--- config.mk ---
export PLATFORM = sky130hd
export DESIGN_NAME = vbc_command_handler
export DESIGN_NICKNAME = d
export VERILOG_FILES = /design/src/vbc_command_handler.v /design/src/vbc_link_port.v
export VERILOG_INCLUDE_DIRS = /design/src
export SDC_FILE = /design/constraint.sdc
export NUM_CORES = 1
export LEC_CHECK = 0
export ABC_AREA = 1
export ABC_CLOCK_PERIOD_IN_PS = 2500
export BUFFER_PORTS_ARGS = -buffer_cell sky130_fd_sc_hd__buf_2
export CAP_MARGIN = 5
export CORE_MARGIN = 4
export CORE_UTILIZATION = 30
export DETAILED_ROUTE_END_ITERATION = 10
export GPL_TIMING_DRIVEN = 0
export SYNTH_ARGS = -nofsm -noshare
export SYNTH_HDL_FRONTEND = slang
export SYNTH_SLANG_ARGS = --single-unit
--- constraint.sdc ---
create_clock -name clock -period 2.5 [get_ports clock]
set_clock_uncertainty 0.1 [all_clocks]
set_input_delay 0.25 -clock clock [delete_from_list [all_inputs] [get_ports clock]]
set_output_delay 0.25 -clock clock [all_outputs]
set_load 0.01 [all_outputs]
--- src/vbc_defines.vh ---
/*
 contents: constants of the voltage-id bus command handler, i.e. bus
 addresses, command codes, acknowledge codes, register indices, reset
 values and slew timing.
 assumes: included by bare name from the design files, 250 MHz clock.
*/
`ifndef VBC_DEFINES_VH
`define VBC_DEFINES_VH

// ----------------------------------------------------------------------
// frame layout and addressing
// ----------------------------------------------------------------------
`define VBC_FRAME_BITS      5'h11
`define VBC_RESP_BITS       4'hA
`define VBC_ADDR_REG0       4'h0
`define VBC_ADDR_REG1       4'h1
`define VBC_ADDR_BCAST_A    4'hF
`define VBC_ADDR_BCAST_B    4'hE

// ----------------------------------------------------------------------
// commands and acknowledge codes
// ----------------------------------------------------------------------
`define VBC_CMD_FAST        5'h01
`define VBC_CMD_SLOW        5'h02
`define VBC_CMD_DECAY       5'h03
`define VBC_CMD_PS          5'h04
`define VBC_CMD_PTR         5'h05
`define VBC_CMD_WR          5'h06
`define VBC_CMD_RD          5'h07
`define VBC_ACK_OK          2'h2
`define VBC_ACK_NAK         2'h1
`define VBC_ACK_REJ         2'h3

// ----------------------------------------------------------------------
// register indices and reset values
// ----------------------------------------------------------------------
`define VBC_IDX_STATUS1     8'h10
`define VBC_IDX_FAST_SLEW   8'h24
`define VBC_IDX_SLOW_SLEW   8'h25
`define VBC_IDX_VOUT_MAX    8'h30
`define VBC_IDX_VID         8'h31
`define VBC_IDX_PSTATE      8'h32
`define VBC_IDX_POINTER     8'h35
`define VBC_FAST_SLEW_VAL   8'h0A
`define VBC_SLOW_SLEW_VAL   8'h02
`define VBC_VOUT_MAX_RST    8'hFB
`define VBC_PS_LOWEST       8'h03
`define VBC_SETTLED_BIT     0

// ----------------------------------------------------------------------
// slew timing: one 5 mV code step at the programmed rate
// ----------------------------------------------------------------------
`define VBC_CLK_MHZ         250
`define VBC_STEP_MV         5
`define VBC_FAST_MV_PER_US  10
`define VBC_SLOW_DIVIDER    4
// one 5 mV step at 10 mV/us on 250 MHz is 125 cycles; slow takes 4 times
`define VBC_FAST_CYCLES     10'h07D
`define VBC_SLOW_CYCLES     10'h1F4
`define VBC_DECAY_CYCLES    10'h0FA

`endif

--- src/vbc_command_handler.v ---
/*
 contents: command handler of a dual regulator on a serial voltage-id bus;
 decodes frames, answers acknowledge codes, keeps per-regulator target,
 output code, power state, pointer and settled/alert state.
 assumes: link port framing in vbc_link_port; alert pin is open drain
 and pulled up outside; output code steps model the analog loop.
// How it works
// - regulator 0 answers only at address 0, regulator 1 only at 1.
// - broadcast addresses 1111b and 1110b reach both regulators.
// - fast target command sets target, ramps at the fast slew rate.
// - slow target command ramps at one quarter of the fast rate.
// - upward fast or slow target leaves low power for full power.
// - acknowledged upward target in low power clears power state to 00h.
// - reaching fast/slow target sets settled flag and pulls alert low.
// - fast/slow target commands preempt and move at once.
// - back-to-back target commands release alert after the acknowledge.
// - target equal to reached level asserts alert at once.
// - decay target moves down uncontrolled; settles without alert.
// - decay command preempts an upward fast or slow transition.
// - decay target above current setting is rejected, target kept.
// - power state byte bits select states; sets phases and skip.
// - unsupported power state gets not-supported and lowest state.
// - new power state is taken after its acknowledge is sent.
// - power state command while slewing fast or slow is rejected.
// - power state command during decay is taken, decay continues.
// - pointer command loads index; write commands use it repeatedly.
// - read command returns the indexed register in the answer.
// - pointer or read with unsupported index is rejected.
// - broadcast pointer, write or read get not-supported.
// - settled flag is status bit 0, zero while slewing.
// - target above the maximum register gets not-supported.
*/
`timescale 1ns/1ns
`include "vbc_defines.vh"

module vbc_command_handler
(
   // core clock and reset
   input  wire        clock,
   input  wire        reset_n,
   // link pins
   input  wire        linkClk,
   input  wire        linkSel,
   input  wire        linkDataIn,
   output wire        linkDataOut,
   output wire        linkDataOe_n,
   // alert pin, open drain
   output wire        alertOut,
   output reg         alertOe_n,
   // regulator controls, regulator 1 in the upper half
   output wire [15:0] outputCode,
   output wire [15:0] powerState,
   output wire [1:0]  settled,
   output wire [1:0]  singlePhase,
   output wire [1:0]  skipEnable
);

   // -------------------------------------------------------------------
   // link port and frame fields
   // -------------------------------------------------------------------
   wire [16:0] frameWord;
   wire        frameDone;
   wire        respDone;
   reg         respLoad_r;
   reg  [9:0]  respWord_r;
   reg  [1:0]  pendHit_r;
   wire [3:0]  addr;
   wire [4:0]  cmd;
   wire [7:0]  payload;
   wire        bcast;
   wire [1:0]  hit;
   wire [3:0]  ackAll;
   wire [15:0] rdAll;
   wire [1:0]  alertReq;
   wire        sel;

   vbc_link_port u_link
   (
      .clock        (clock),
      .reset_n      (reset_n),
      .linkClk      (linkClk),
      .linkSel      (linkSel),
      .linkDataIn   (linkDataIn),
      .linkDataOut  (linkDataOut),
      .linkDataOe_n (linkDataOe_n),
      .frameWord    (frameWord),
      .frameDone    (frameDone),
      .respLoad     (respLoad_r),
      .respWord     (respWord_r),
      .respDone     (respDone)
   );

   assign addr    = frameWord[16:13];
   assign cmd     = frameWord[12:8];
   assign payload = frameWord[7:0];
   // broadcast reaches both regulators
   assign bcast   = (addr == `VBC_ADDR_BCAST_A) |
                    (addr == `VBC_ADDR_BCAST_B);
   // fixed addresses, not programmable
   assign hit[0]  = bcast | (addr == `VBC_ADDR_REG0);
   assign hit[1]  = bcast | (addr == `VBC_ADDR_REG1);
   assign sel     = ~bcast & addr[0];
   assign alertOut = 1'b0;

   // -------------------------------------------------------------------
   // answer build: ack code and read payload of the addressed regulator
   // -------------------------------------------------------------------
   always @(posedge clock)
   begin
      if (!reset_n)
      begin
         respLoad_r <= 1'b0;
         respWord_r <= 10'h000;
         pendHit_r  <= 2'h0;
         alertOe_n  <= 1'b1;
      end
      else
      begin
         respLoad_r <= frameDone & (|hit);
         if (frameDone)
         begin
            pendHit_r <= hit;
            if (sel)
               respWord_r <= {ackAll[3:2], rdAll[15:8]};
            else
               respWord_r <= {ackAll[1:0], rdAll[7:0]};
         end
         alertOe_n <= ~(|alertReq);
      end
   end

   // -------------------------------------------------------------------
   // per-regulator register file and command execution
   // -------------------------------------------------------------------
   genvar g;
   generate
      for (g = 0; g < 2; g = g + 1)
      begin : reg_file
         reg [7:0] target_r, level_r, voutMax_r, ps_r, psPend_r, ptr_r;
         reg       psPendV_r, settled_r, alertReq_r, alertRel_r;
         reg [1:0] mode_r;
         reg [9:0] slewCnt_r;
         reg [9:0] interval;
         reg [1:0] ack;
         reg [7:0] rdata;
         reg       idxOk;
         reg       psOk;
         reg [7:0] psCode;
         wire      exec;
         wire      ackDone;
         wire      slewing;

         assign exec    = frameDone & hit[g];
         assign ackDone = respDone & pendHit_r[g];
         // mode 1 fast, 2 slow, 3 decay, 0 idle
         assign slewing = (mode_r == 2'h1) | (mode_r == 2'h2);

         // index support, power state decode and register read mux
         always @*
         begin
            idxOk  = 1'b0;
            psOk   = 1'b1;
            psCode = `VBC_PS_LOWEST;
            rdata  = 8'h00;
            case (payload)
               `VBC_IDX_STATUS1, `VBC_IDX_FAST_SLEW, `VBC_IDX_SLOW_SLEW,
               `VBC_IDX_VOUT_MAX, `VBC_IDX_VID, `VBC_IDX_PSTATE,
               `VBC_IDX_POINTER:
                  idxOk = 1'b1;
               default:
                  idxOk = 1'b0;
            endcase
            // bit n of the byte selects state n; states 0..3 exist
            case (payload)
               8'h01:   psCode = 8'h00;
               8'h02:   psCode = 8'h01;
               8'h04:   psCode = 8'h02;
               8'h08:   psCode = 8'h03;
               default: psOk   = 1'b0;
            endcase
            case (payload)
               `VBC_IDX_STATUS1:   rdata = {7'h00, settled_r};
               `VBC_IDX_FAST_SLEW: rdata = `VBC_FAST_SLEW_VAL;
               `VBC_IDX_SLOW_SLEW: rdata = `VBC_SLOW_SLEW_VAL;
               `VBC_IDX_VOUT_MAX:  rdata = voutMax_r;
               `VBC_IDX_VID:       rdata = target_r;
               `VBC_IDX_PSTATE:    rdata = ps_r;
               `VBC_IDX_POINTER:   rdata = ptr_r;
               default:            rdata = 8'h00;
            endcase
         end

         // acknowledge code for the frame now in hand
         always @*
         begin
            ack = `VBC_ACK_OK;
            case (cmd)
               `VBC_CMD_FAST, `VBC_CMD_SLOW:
                  if (payload > voutMax_r)
                     ack = `VBC_ACK_NAK;
               `VBC_CMD_DECAY:
                  if (payload > voutMax_r)
                     ack = `VBC_ACK_NAK;
                  else if (payload > target_r)
                     ack = `VBC_ACK_REJ;
               `VBC_CMD_PS:
                  if (slewing && !settled_r)
                     ack = `VBC_ACK_REJ;
                  else if (!psOk)
                     ack = `VBC_ACK_NAK;
               `VBC_CMD_PTR, `VBC_CMD_RD:
                  if (bcast)
                     ack = `VBC_ACK_NAK;
                  else if (!idxOk)
                     ack = `VBC_ACK_REJ;
               `VBC_CMD_WR:
                  if (bcast)
                     ack = `VBC_ACK_NAK;
               default:
                  ack = `VBC_ACK_NAK;
            endcase
         end

         // cycles per code step for the running mode
         always @*
         begin
            case (mode_r)
               2'h1:    interval = `VBC_FAST_CYCLES - 10'h001;
               2'h2:    interval = `VBC_SLOW_CYCLES - 10'h001;
               default: interval = `VBC_DECAY_CYCLES - 10'h001;
            endcase
         end

         // command execution, ramp and settle
         always @(posedge clock)
         begin
            if (!reset_n)
            begin
               target_r   <= 8'h00;
               level_r    <= 8'h00;
               voutMax_r  <= `VBC_VOUT_MAX_RST;
               ps_r       <= 8'h00;
               psPend_r   <= 8'h00;
               psPendV_r  <= 1'b0;
               ptr_r      <= 8'h00;
               settled_r  <= 1'b0;
               alertReq_r <= 1'b0;
               alertRel_r <= 1'b0;
               mode_r     <= 2'h0;
               slewCnt_r  <= 10'h000;
            end
            else
            begin
               // ramp one code per interval toward the target
               if (mode_r != 2'h0 && level_r != target_r)
               begin
                  if (slewCnt_r >= interval)
                  begin
                     slewCnt_r <= 10'h000;
                     if (level_r < target_r)
                        level_r <= level_r + 8'h01;
                     else
                        level_r <= level_r - 8'h01;
                  end
                  else
                     slewCnt_r <= slewCnt_r + 10'h001;
               end
               // answer sent: release alert, take pending power state
               if (ackDone)
               begin
                  if (alertRel_r)
                     alertReq_r <= 1'b0;
                  alertRel_r <= 1'b0;
                  if (psPendV_r)
                     ps_r <= psPend_r;
                  psPendV_r <= 1'b0;
               end
               // arrival at target; set wins over the release above
               if (mode_r != 2'h0 && level_r == target_r)
               begin
                  settled_r <= 1'b1;
                  mode_r    <= 2'h0;
                  if (slewing)
                     alertReq_r <= 1'b1;
               end
               if (exec && ack == `VBC_ACK_OK)
               begin
                  case (cmd)
                     `VBC_CMD_FAST, `VBC_CMD_SLOW:
                     begin
                        target_r  <= payload;
                        slewCnt_r <= 10'h000;
                        mode_r    <= cmd[1:0];
                        psPendV_r <= 1'b0;
                        if (payload > level_r)
                           ps_r <= 8'h00;
                        if (payload == level_r)
                        begin
                           settled_r  <= 1'b1;
                           alertReq_r <= 1'b1;
                           mode_r     <= 2'h0;
                        end
                        else
                        begin
                           settled_r  <= 1'b0;
                           alertRel_r <= 1'b1;
                        end
                     end
                     `VBC_CMD_DECAY:
                     begin
                        target_r   <= payload;
                        slewCnt_r  <= 10'h000;
                        mode_r     <= 2'h3;
                        settled_r  <= (payload == level_r);
                        alertRel_r <= 1'b1;
                     end
                     `VBC_CMD_PS:
                     begin
                        psPend_r  <= psCode;
                        psPendV_r <= 1'b1;
                     end
                     `VBC_CMD_PTR:
                        ptr_r <= payload;
                     `VBC_CMD_WR:
                        case (ptr_r)
                           `VBC_IDX_VOUT_MAX: voutMax_r <= payload;
                           `VBC_IDX_PSTATE:   ps_r      <= payload;
                           `VBC_IDX_POINTER:  ptr_r     <= payload;
                           default:           ptr_r     <= ptr_r;
                        endcase
                     `VBC_CMD_RD:
                        // status read clears alert unless arrival sets it
                        if (payload == `VBC_IDX_STATUS1 &&
                            !(slewing && level_r == target_r))
                           alertReq_r <= 1'b0;
                     default:
                        mode_r <= mode_r;
                  endcase
               end
               else if (exec && cmd == `VBC_CMD_PS &&
                        ack == `VBC_ACK_NAK)
               begin
                  psPend_r  <= `VBC_PS_LOWEST;
                  psPendV_r <= 1'b1;
               end
            end
         end

         assign ackAll[2*g+1:2*g]   = ack;
         assign rdAll[8*g+7:8*g]    = (cmd == `VBC_CMD_RD) ? rdata : 8'h00;
         assign alertReq[g]         = alertReq_r;
         assign outputCode[8*g+7:8*g] = level_r;
         assign powerState[8*g+7:8*g] = ps_r;
         assign settled[g]          = settled_r;
         assign singlePhase[g]      = (ps_r != 8'h00);
         assign skipEnable[g]       = (ps_r >= 8'h02);
      end
   endgenerate

endmodule

--- src/vbc_link_port.v ---
/*
 contents: serial link port; samples link clock, select and data with the
 core clock, shifts in a 17-bit frame and shifts out a 10-bit answer.
 assumes: link clock much slower than core clock; data sampled on rising
 link edges, answer bits launched on falling link edges.
*/
`timescale 1ns/1ns
`include "vbc_defines.vh"

module vbc_link_port
(
   // core clock and reset
   input  wire        clock,
   input  wire        reset_n,
   // link pins
   input  wire        linkClk,
   input  wire        linkSel,
   input  wire        linkDataIn,
   output reg         linkDataOut,
   output reg         linkDataOe_n,
   // frame and answer to the command logic
   output reg  [16:0] frameWord,
   output reg         frameDone,
   input  wire        respLoad,
   input  wire [9:0]  respWord,
   output reg         respDone
);

   localparam ST_IDLE = 2'h0;
   localparam ST_RECV = 2'h1;
   localparam ST_WAIT = 2'h2;
   localparam ST_SEND = 2'h3;

   reg [1:0]  state_r;
   reg [4:0]  bitCnt_r;
   reg [9:0]  outSh_r;
   reg        clkS1_r, clkS2_r, clkS3_r;
   reg        selS1_r, selS2_r;
   reg        datS1_r, datS2_r;
   wire       clkRise;
   wire       clkFall;

   // two-flop synchronisers, third flop for edge finding
   always @(posedge clock)
   begin
      if (!reset_n)
      begin
         clkS1_r <= 1'b0;
         clkS2_r <= 1'b0;
         clkS3_r <= 1'b0;
         selS1_r <= 1'b0;
         selS2_r <= 1'b0;
         datS1_r <= 1'b0;
         datS2_r <= 1'b0;
      end
      else
      begin
         clkS1_r <= linkClk;
         clkS2_r <= clkS1_r;
         clkS3_r <= clkS2_r;
         selS1_r <= linkSel;
         selS2_r <= selS1_r;
         datS1_r <= linkDataIn;
         datS2_r <= datS1_r;
      end
   end

   assign clkRise = clkS2_r & ~clkS3_r;
   assign clkFall = ~clkS2_r & clkS3_r;

   // frame receive and answer transmit sequence
   always @(posedge clock)
   begin
      frameDone <= 1'b0;
      respDone  <= 1'b0;
      if (!reset_n)
      begin
         state_r      <= ST_IDLE;
         bitCnt_r     <= 5'h00;
         outSh_r      <= 10'h000;
         frameWord    <= 17'h0_0000;
         linkDataOut  <= 1'b0;
         linkDataOe_n <= 1'b1;
      end
      else if (!selS2_r)
      begin
         state_r      <= ST_IDLE;    // frame end aborts everything
         linkDataOe_n <= 1'b1;
         bitCnt_r     <= 5'h00;
      end
      else
      begin
         case (state_r)
            ST_IDLE:
            begin
               state_r  <= ST_RECV;
               bitCnt_r <= 5'h00;
            end
            ST_RECV:
            begin
               if (clkRise)
               begin
                  frameWord <= {frameWord[15:0], datS2_r};
                  bitCnt_r  <= bitCnt_r + 5'h01;
                  if (bitCnt_r == `VBC_FRAME_BITS - 5'h01)
                  begin
                     frameDone <= 1'b1;
                     state_r   <= ST_WAIT;
                  end
               end
            end
            ST_WAIT:
            begin
               if (respLoad)
               begin
                  outSh_r  <= respWord;
                  bitCnt_r <= 5'h00;
                  state_r  <= ST_SEND;
               end
            end
            ST_SEND:
            begin
               if (clkFall)
               begin
                  if (bitCnt_r == {1'b0, `VBC_RESP_BITS})
                  begin
                     linkDataOe_n <= 1'b1;
                     respDone     <= 1'b1;
                     state_r      <= ST_WAIT;  // idle until select drops
                  end
                  else
                  begin
                     linkDataOut  <= outSh_r[9];
                     linkDataOe_n <= 1'b0;
                     outSh_r      <= {outSh_r[8:0], 1'b0};
                     bitCnt_r     <= bitCnt_r + 5'h01;
                  end
               end
            end
            default:
               state_r <= ST_IDLE;
         endcase
      end
   end

endmodule

# Word level (Yosys, flattened, before mapping)
# Cells that the tools add are included.
[word_totals]
mem_bits_rw = 0
out_inout_bits = 42
register_bits = 187
romBits = 0
wordCells = 315
latch_bits = 0
input_bits = 5
memories = 0
[op_classes]
n_mul = 0
shifts = 0
n_reduce_logical = 57
addsub = 7
div = 0
bitwise_logic = 18
eq_ne = 58
n_mux = 120
n_lt_le_gt_ge = 12
[op_table]
columns = ["op", "count"]
rows = [
  ["$mux W8", 21],
  ["$mux W10", 12],
  ["$pmux W8 S7", 2],
  ["$eq A8 B6 Y1 const B", 12],
  ["$pmux W8 S2", 4],
  ["$gt A8 B8 Y1", 6],
  ["$mux W2", 20],
  ["$mux W1", 39],
  ["$pmux W9 S2", 2],
  ["$eq A8 B8 Y1", 4],
  ["$add A10 B1 Y10 const B", 2],
  ["$eq A5 B3 Y1 const B", 4],
  ["$ge A10 B10 Y1", 2],
  ["$mux W5", 4],
  ["$pmux W10 S2", 1],
  ["$pmux W2 S5", 2],
  ["$pmux W5 S4", 1],
  ["$pmux W2 S3", 3],
  ["$add A8 B1 Y8 const B", 2],
  ["$ge A8 B2 Y1 const B", 2],
  ["$logic_and A1 B1 Y1", 16],
  ["$lt A8 B8 Y1", 2],
  ["$ne A8 B8 Y1", 2],
  ["$pmux W1 S2", 8],
  ["other kinds (35)", 99],
]

# Longest topological paths before layout
[logic_depth]
ltp_word = 10
depth_mapped = 20
depth_no_buf = 18

# Modules after synthesis
# From an unflattened synthesis, not the netlist that was laid out.
[hier_totals]
hier_cells = 1691
hier_area_um2 = 11384.7
[modules_own_cells]
columns = ["mod", "seq_area_each_um2", "area_per_inst_um2", "n_inst", "cells_each"]
rows = [
  ["vbc_command_handler", 2602.5, 9371.5, 1, 1411],
  ["vbc_link_port", 900.9, 2013.2, 1, 280],
]

# Worst setup path after synthesis
# OpenSTA, ideal clock, no wires.
[synth_path]
path_type = "reg-to-reg"
startpoint = "register reg_file[0].level_r[0]"
endpoint = "register reg_file[0].level_r[7]"
n_path_buf = 0
period_less_slack_ns = 2.734
stages_incl_launch_ff = 17
t_required_ns = 2.282
setup_time_ns = 0.118
setup_slack_ns = -0.234
t_arrival_ns = 2.516
path_cell_list = "dfxtp_1 inv_1 ha_1 nor2_1 nor2_1 o21ai_0 nand2_1 o211ai_1 ha_1 a21oi_1 nand2_1 nand4_1 o211ai_1 nor2_1 nor2_1 o21ai_0 nor2_1"
[synth_between]
elab_chain_cells = 3
elab_cells_between_ends = 7
classes_between = "2 x add/sub; 1 x order compare; 1 x eq/ne; 1 x mux; 2 x reduce/logical"
[synth_rtl]
columns = ["item", "line_no", "rtl"]
rows = [
  ["start, declared", "vbc_command_handler.v:139", "reg [7:0] target_r, level_r, voutMax_r, ps_r, psPend_r, ptr_r;"],
  ["start signal, assigned", "vbc_command_handler.v:261", "level_r <= level_r + 8'h01;"],
  ["start signal, assigned", "vbc_command_handler.v:263", "level_r <= level_r - 8'h01;"],
  ["branches (longest 3 deep; another with $sub A8 B1 Y8)", "--", ""],
]
# Parallel ways; which one is timed is not known.
# A chain may end at the register's enable or synchronous reset.

# Worst setup path after layout
[layout_path]
startpoint = "register reg_file[0].target_r[1]"
endpoint = "register reg_file[0].level_r[7]"
[layout_between]
elab_chain_cells = 3
elab_cells_between_ends = 5
classes_between = "1 x order compare; 1 x eq/ne; 1 x mux; 2 x reduce/logical"
[layout_rtl]
columns = ["item", "line_no", "rtl"]
rows = [
  ["start, declared", "vbc_command_handler.v:139", ""],
  ["start signal, assigned", "vbc_command_handler.v:291", "target_r <= payload;"],
  ["start signal, assigned", "vbc_command_handler.v:311", "target_r <= payload;"],
  ["branches (longest 3 deep; another with $lt A8 B8 Y1)", "--", ""],
]
# Parallel ways; which one is timed is not known.

==> out/qor.yml <==
yosys:
  synth_fa_ha_area_share_pct: 11.4
  synth_top_family_by_area: "simple AND/OR/NAND/NOR gates"
  postSynthCellCount: 1661
  synth.ff_latch_count: 175
  yosys.area_share.simple_pct: 29.4
  synth.net_count: 1767
  ys_types: 48
  synth_xor_area_share_pct: 1.80
  syn-cell-area_um2: 11200
  yosysSeqAreaShare_pct: 31.3
  synthMuxAreaShare_pct: 0.179
  synth_compound_area_share_pct: 15.6
  avgSynthCellArea_um2: 6.74
  yosysWarnings: 0
timing:
  fin_tns_setup_ns: -1.52
  hold_viol: 0
  worstMarginPinSlew_ns: 0.810
  min_period_ns: 2.75
  min_period_over_period_pct: 110
  layout_setup_ws_ns: -0.250
  max_freq_mhz: 364
  setup_viol: 9
  rsz0062_at_grt: "yes"
  maxSlewHeadroom_pct: 45.8
  drv_slew: 0
setup_path:
  worstPathArrival_ns: 3.02
  max_stage_delay_ns: 0.38
  endpoint: "reg_file[0].level_r[7]"
  cp.buffers_inverters: 2
  crit_top_cell: "nor2_1"
  slowest_stage: "ha_1"
  cp.depth: 18
  critical_path.startpoint_type: "flop"
  r2r_cells: 18
  r2r_slack_ns: -0.25
  r2r_end: "reg_file[0].level_r[7]"
  crit_type: "reg2reg"
  cp-end-kind: "flop"
  required_ns: 2.77
  crit_chain: "inv_4 > ha_4 > inv_2 > nor2_1 > nor2_1 > o21ai_1 > nand2_1 > o211ai_1 > ha_1 > a21oi_2 > nand2_2 > nand4_1 > o211ai_1 > nand2_1 > nand2_1 > nor2_1 > o21ai_1 > nor2_1"
  crit_start: "reg_file[0].target_r[1]"
  path_max_fanout: 5
  crit_family: "compound AO/OA/AOI/OAI gates"
  timing.rr.start: "reg_file[0].target_r[1]"
cts:
  h-tree-depth: 4
  clkLatencyLatePin_ns: 0.44
  cts_tree: "done"
  cts_made_buffers: 17
  cts_max_path_buffers: 2
  clk_pin_slew_ns: 0.07
  clock_sinks: 175
  cts-root-buf: "clkbuf_16"
global_route:
  grt_antenna_before_repair: 0
  grt_use_total_pct: 18.6
  grt_pass1_wl_mm: 60.3
  grt_max_degree: 17
  grt_pass1_vias: 11145
  overflow: 0
floorplan:
  die-area_um2: 40400
  core_um2: 36700
  fp.dieH_um: 201
  core.rowCount: 70
  start_util_pct: 30.5
  pin_count: 47
  die_x_um: 201
routing:
  viasPerCell: 5.14
  firstDrtPassIters: 6
  drc: 0
  dr_total_vias: 11778
  wl_mm: 39.1
  wl_per_cell_um: 17.1
  drtIter0Drc: 1055
  postRouteAntennaNets: 0
power:
  p_per_area_nw_per_um2: 403
  p_total_w: 0.00578
  power.leakage_nw: 6.60
  ir_worst_vdd_mv: 0.458
layout:
  fin_nets: 1916
  n_antenna_cell: 0
  layout-drive-gt1-share_pct: 21.0
  final_common_cell: "nand2_1"
  final_cell_mix: "nand2_1 (375), inv_1 (190), a21oi_1 (143)"
  area_growth_pct: 28.1
placed_design:
  hpwl_mm: 28.7
  place.gp.congestion: 0.974
  portBuffers: 44
outcome:
  outcome: "finished, violations left"
  violations: "setup timing"
job:
  max_cap_violations: 0
hold_path:
  worstHoldPathType: "reg2reg"
## worst min-delay path: stages (launching register included)
cell and delay [ns]:
dfxtp_1 0.31, nand2_1 0.04, inv_1 0.04
## flip-flops by register name, summed over array words and instances (netlist names), 10 cells and up
name,cells
reg_file.level_r,16
u_link.outSh_r,10
u_link.frameWord,17
reg_file.target_r,16
reg_file.ptr_r,16
reg_file.ps_r,16
reg_file.slewCnt_r,20
respWord_r,10
reg_file.voutMax_r,16
## power by group
part | total, W | internal [W] | switching [W]
clock | 0.00288 | 0.00164 | 0.00124
sequential | 0.00277 | 0.00277 | 0.00000336
combinational | 0.000121 | 0.0000284 | 0.0000926
## metrics by stage
stage | cells | worst slack [ns] | hold slack, ns | util [%] | cell area (µm²)
finish | 2291 | -0.250 | 0.314 | 39.1 | 14300
global route | 2291 | -0.457 | 0.340 | 39.1 | 14300
CTS | 2248 | -0.230 | 0.318 | 36.5 | 13400
detailed placement | 2173 | -0.624 | 0.302 | 32.9 | 12100
global placement | 2173 | -0.607 | 0.296 | 32.9 | 12100
floorplan | 1661 | -0.0548 | 0.248 | - | 11300
## worst min path at each step
stage	start	end	depth (start not counted)
CTS	u_link.selS1_r	u_link.selS2_r	2
global route	u_link.selS1_r	u_link.selS2_r	2
floorplan	linkClk	u_link.clkS1_r	2
finish	u_link.selS1_r	u_link.selS2_r	2
detailed placement	u_link.selS1_r	u_link.selS2_r	2
global placement	u_link.selS1_r	u_link.selS2_r	2
## logic make-up (layout without fill, tap and decap cells)
kind of cell / Yosys count / count (layout)
flip-flops: 175 / 175
adder cells (fa/ha/maj): 101 / 101
buffers and inverters: 284 / 446
multiplexers: 2 / 2
AO/OA/AOI/OAI: 313 / 313
XOR/XNOR: 23 / 23
AND/OR/NAND/NOR: 762 / 762
other: 1 / 1
## cell usage after synthesis (all sizes together)
cell,number,area (µm²)
o21a,5,37.5
ha,99,1240
a41oi,1,8.76
dfxtp,175,3500
clkinv,5,20.0
nand3,133,688
o22ai,9,56.3
or2,1,6.26
a31oi,12,75.1
o2111ai,5,43.8
nor3,21,105
mux2i,2,20.0
a21o,3,22.5
nor3b,1,7.51
a211oi,2,15.0
inv,221,830
o21ai,89,445
nor4,6,37.5
a21oi,156,796
conb,1,3.75
nor2,159,676
nand4,27,175
xor2,18,158
fa,2,40.0
buf,26,184
a221oi,2,17.5
o211ai,24,180
nand2,414,1590
clkbuf,32,120
o21bai,1,7.51
a31o,1,8.76
a22o,2,17.5
xnor2,5,43.8
o221ai,1,8.76
## per-layer routing
layer / wire, µm / part of all wire [%] / up-vias / GRT usage [%]
met5: 0 / 0 / - / 0
met4: 1050 / 2.7 / 0 / 5.97
met3: 2670 / 6.8 / 71 / 3.08
met2: 17800 / 46 / 424 / 30.7
met1: 17500 / 45 / 5519 / 25.1
li1: - / - / 5764 / -
## area by class of cell
type | count | area (µm²)
Fill cell | 3823 | 22400
Multi-Input combinational cell | 1202 | 7180
Sequential cell | 175 | 3590
Timing Repair Buffer | 130 | 993
Inverter | 226 | 887
Tap cell | 468 | 586
Clock buffer | 21 | 492
Buffer | 58 | 463
Clock inverter | 11 | 140
## timing repair
item                                    in CTS  in global routing
gates cloned                                 0                  3
hold buffers                                 3                  0
pin swaps                                   33                 54
setup buffers                               41                 41
hold endpoints to repair                     3                  0
resized for setup                          119                131
endpoints found under the setup margin     131                121
(Power assumes the default switching activity.)
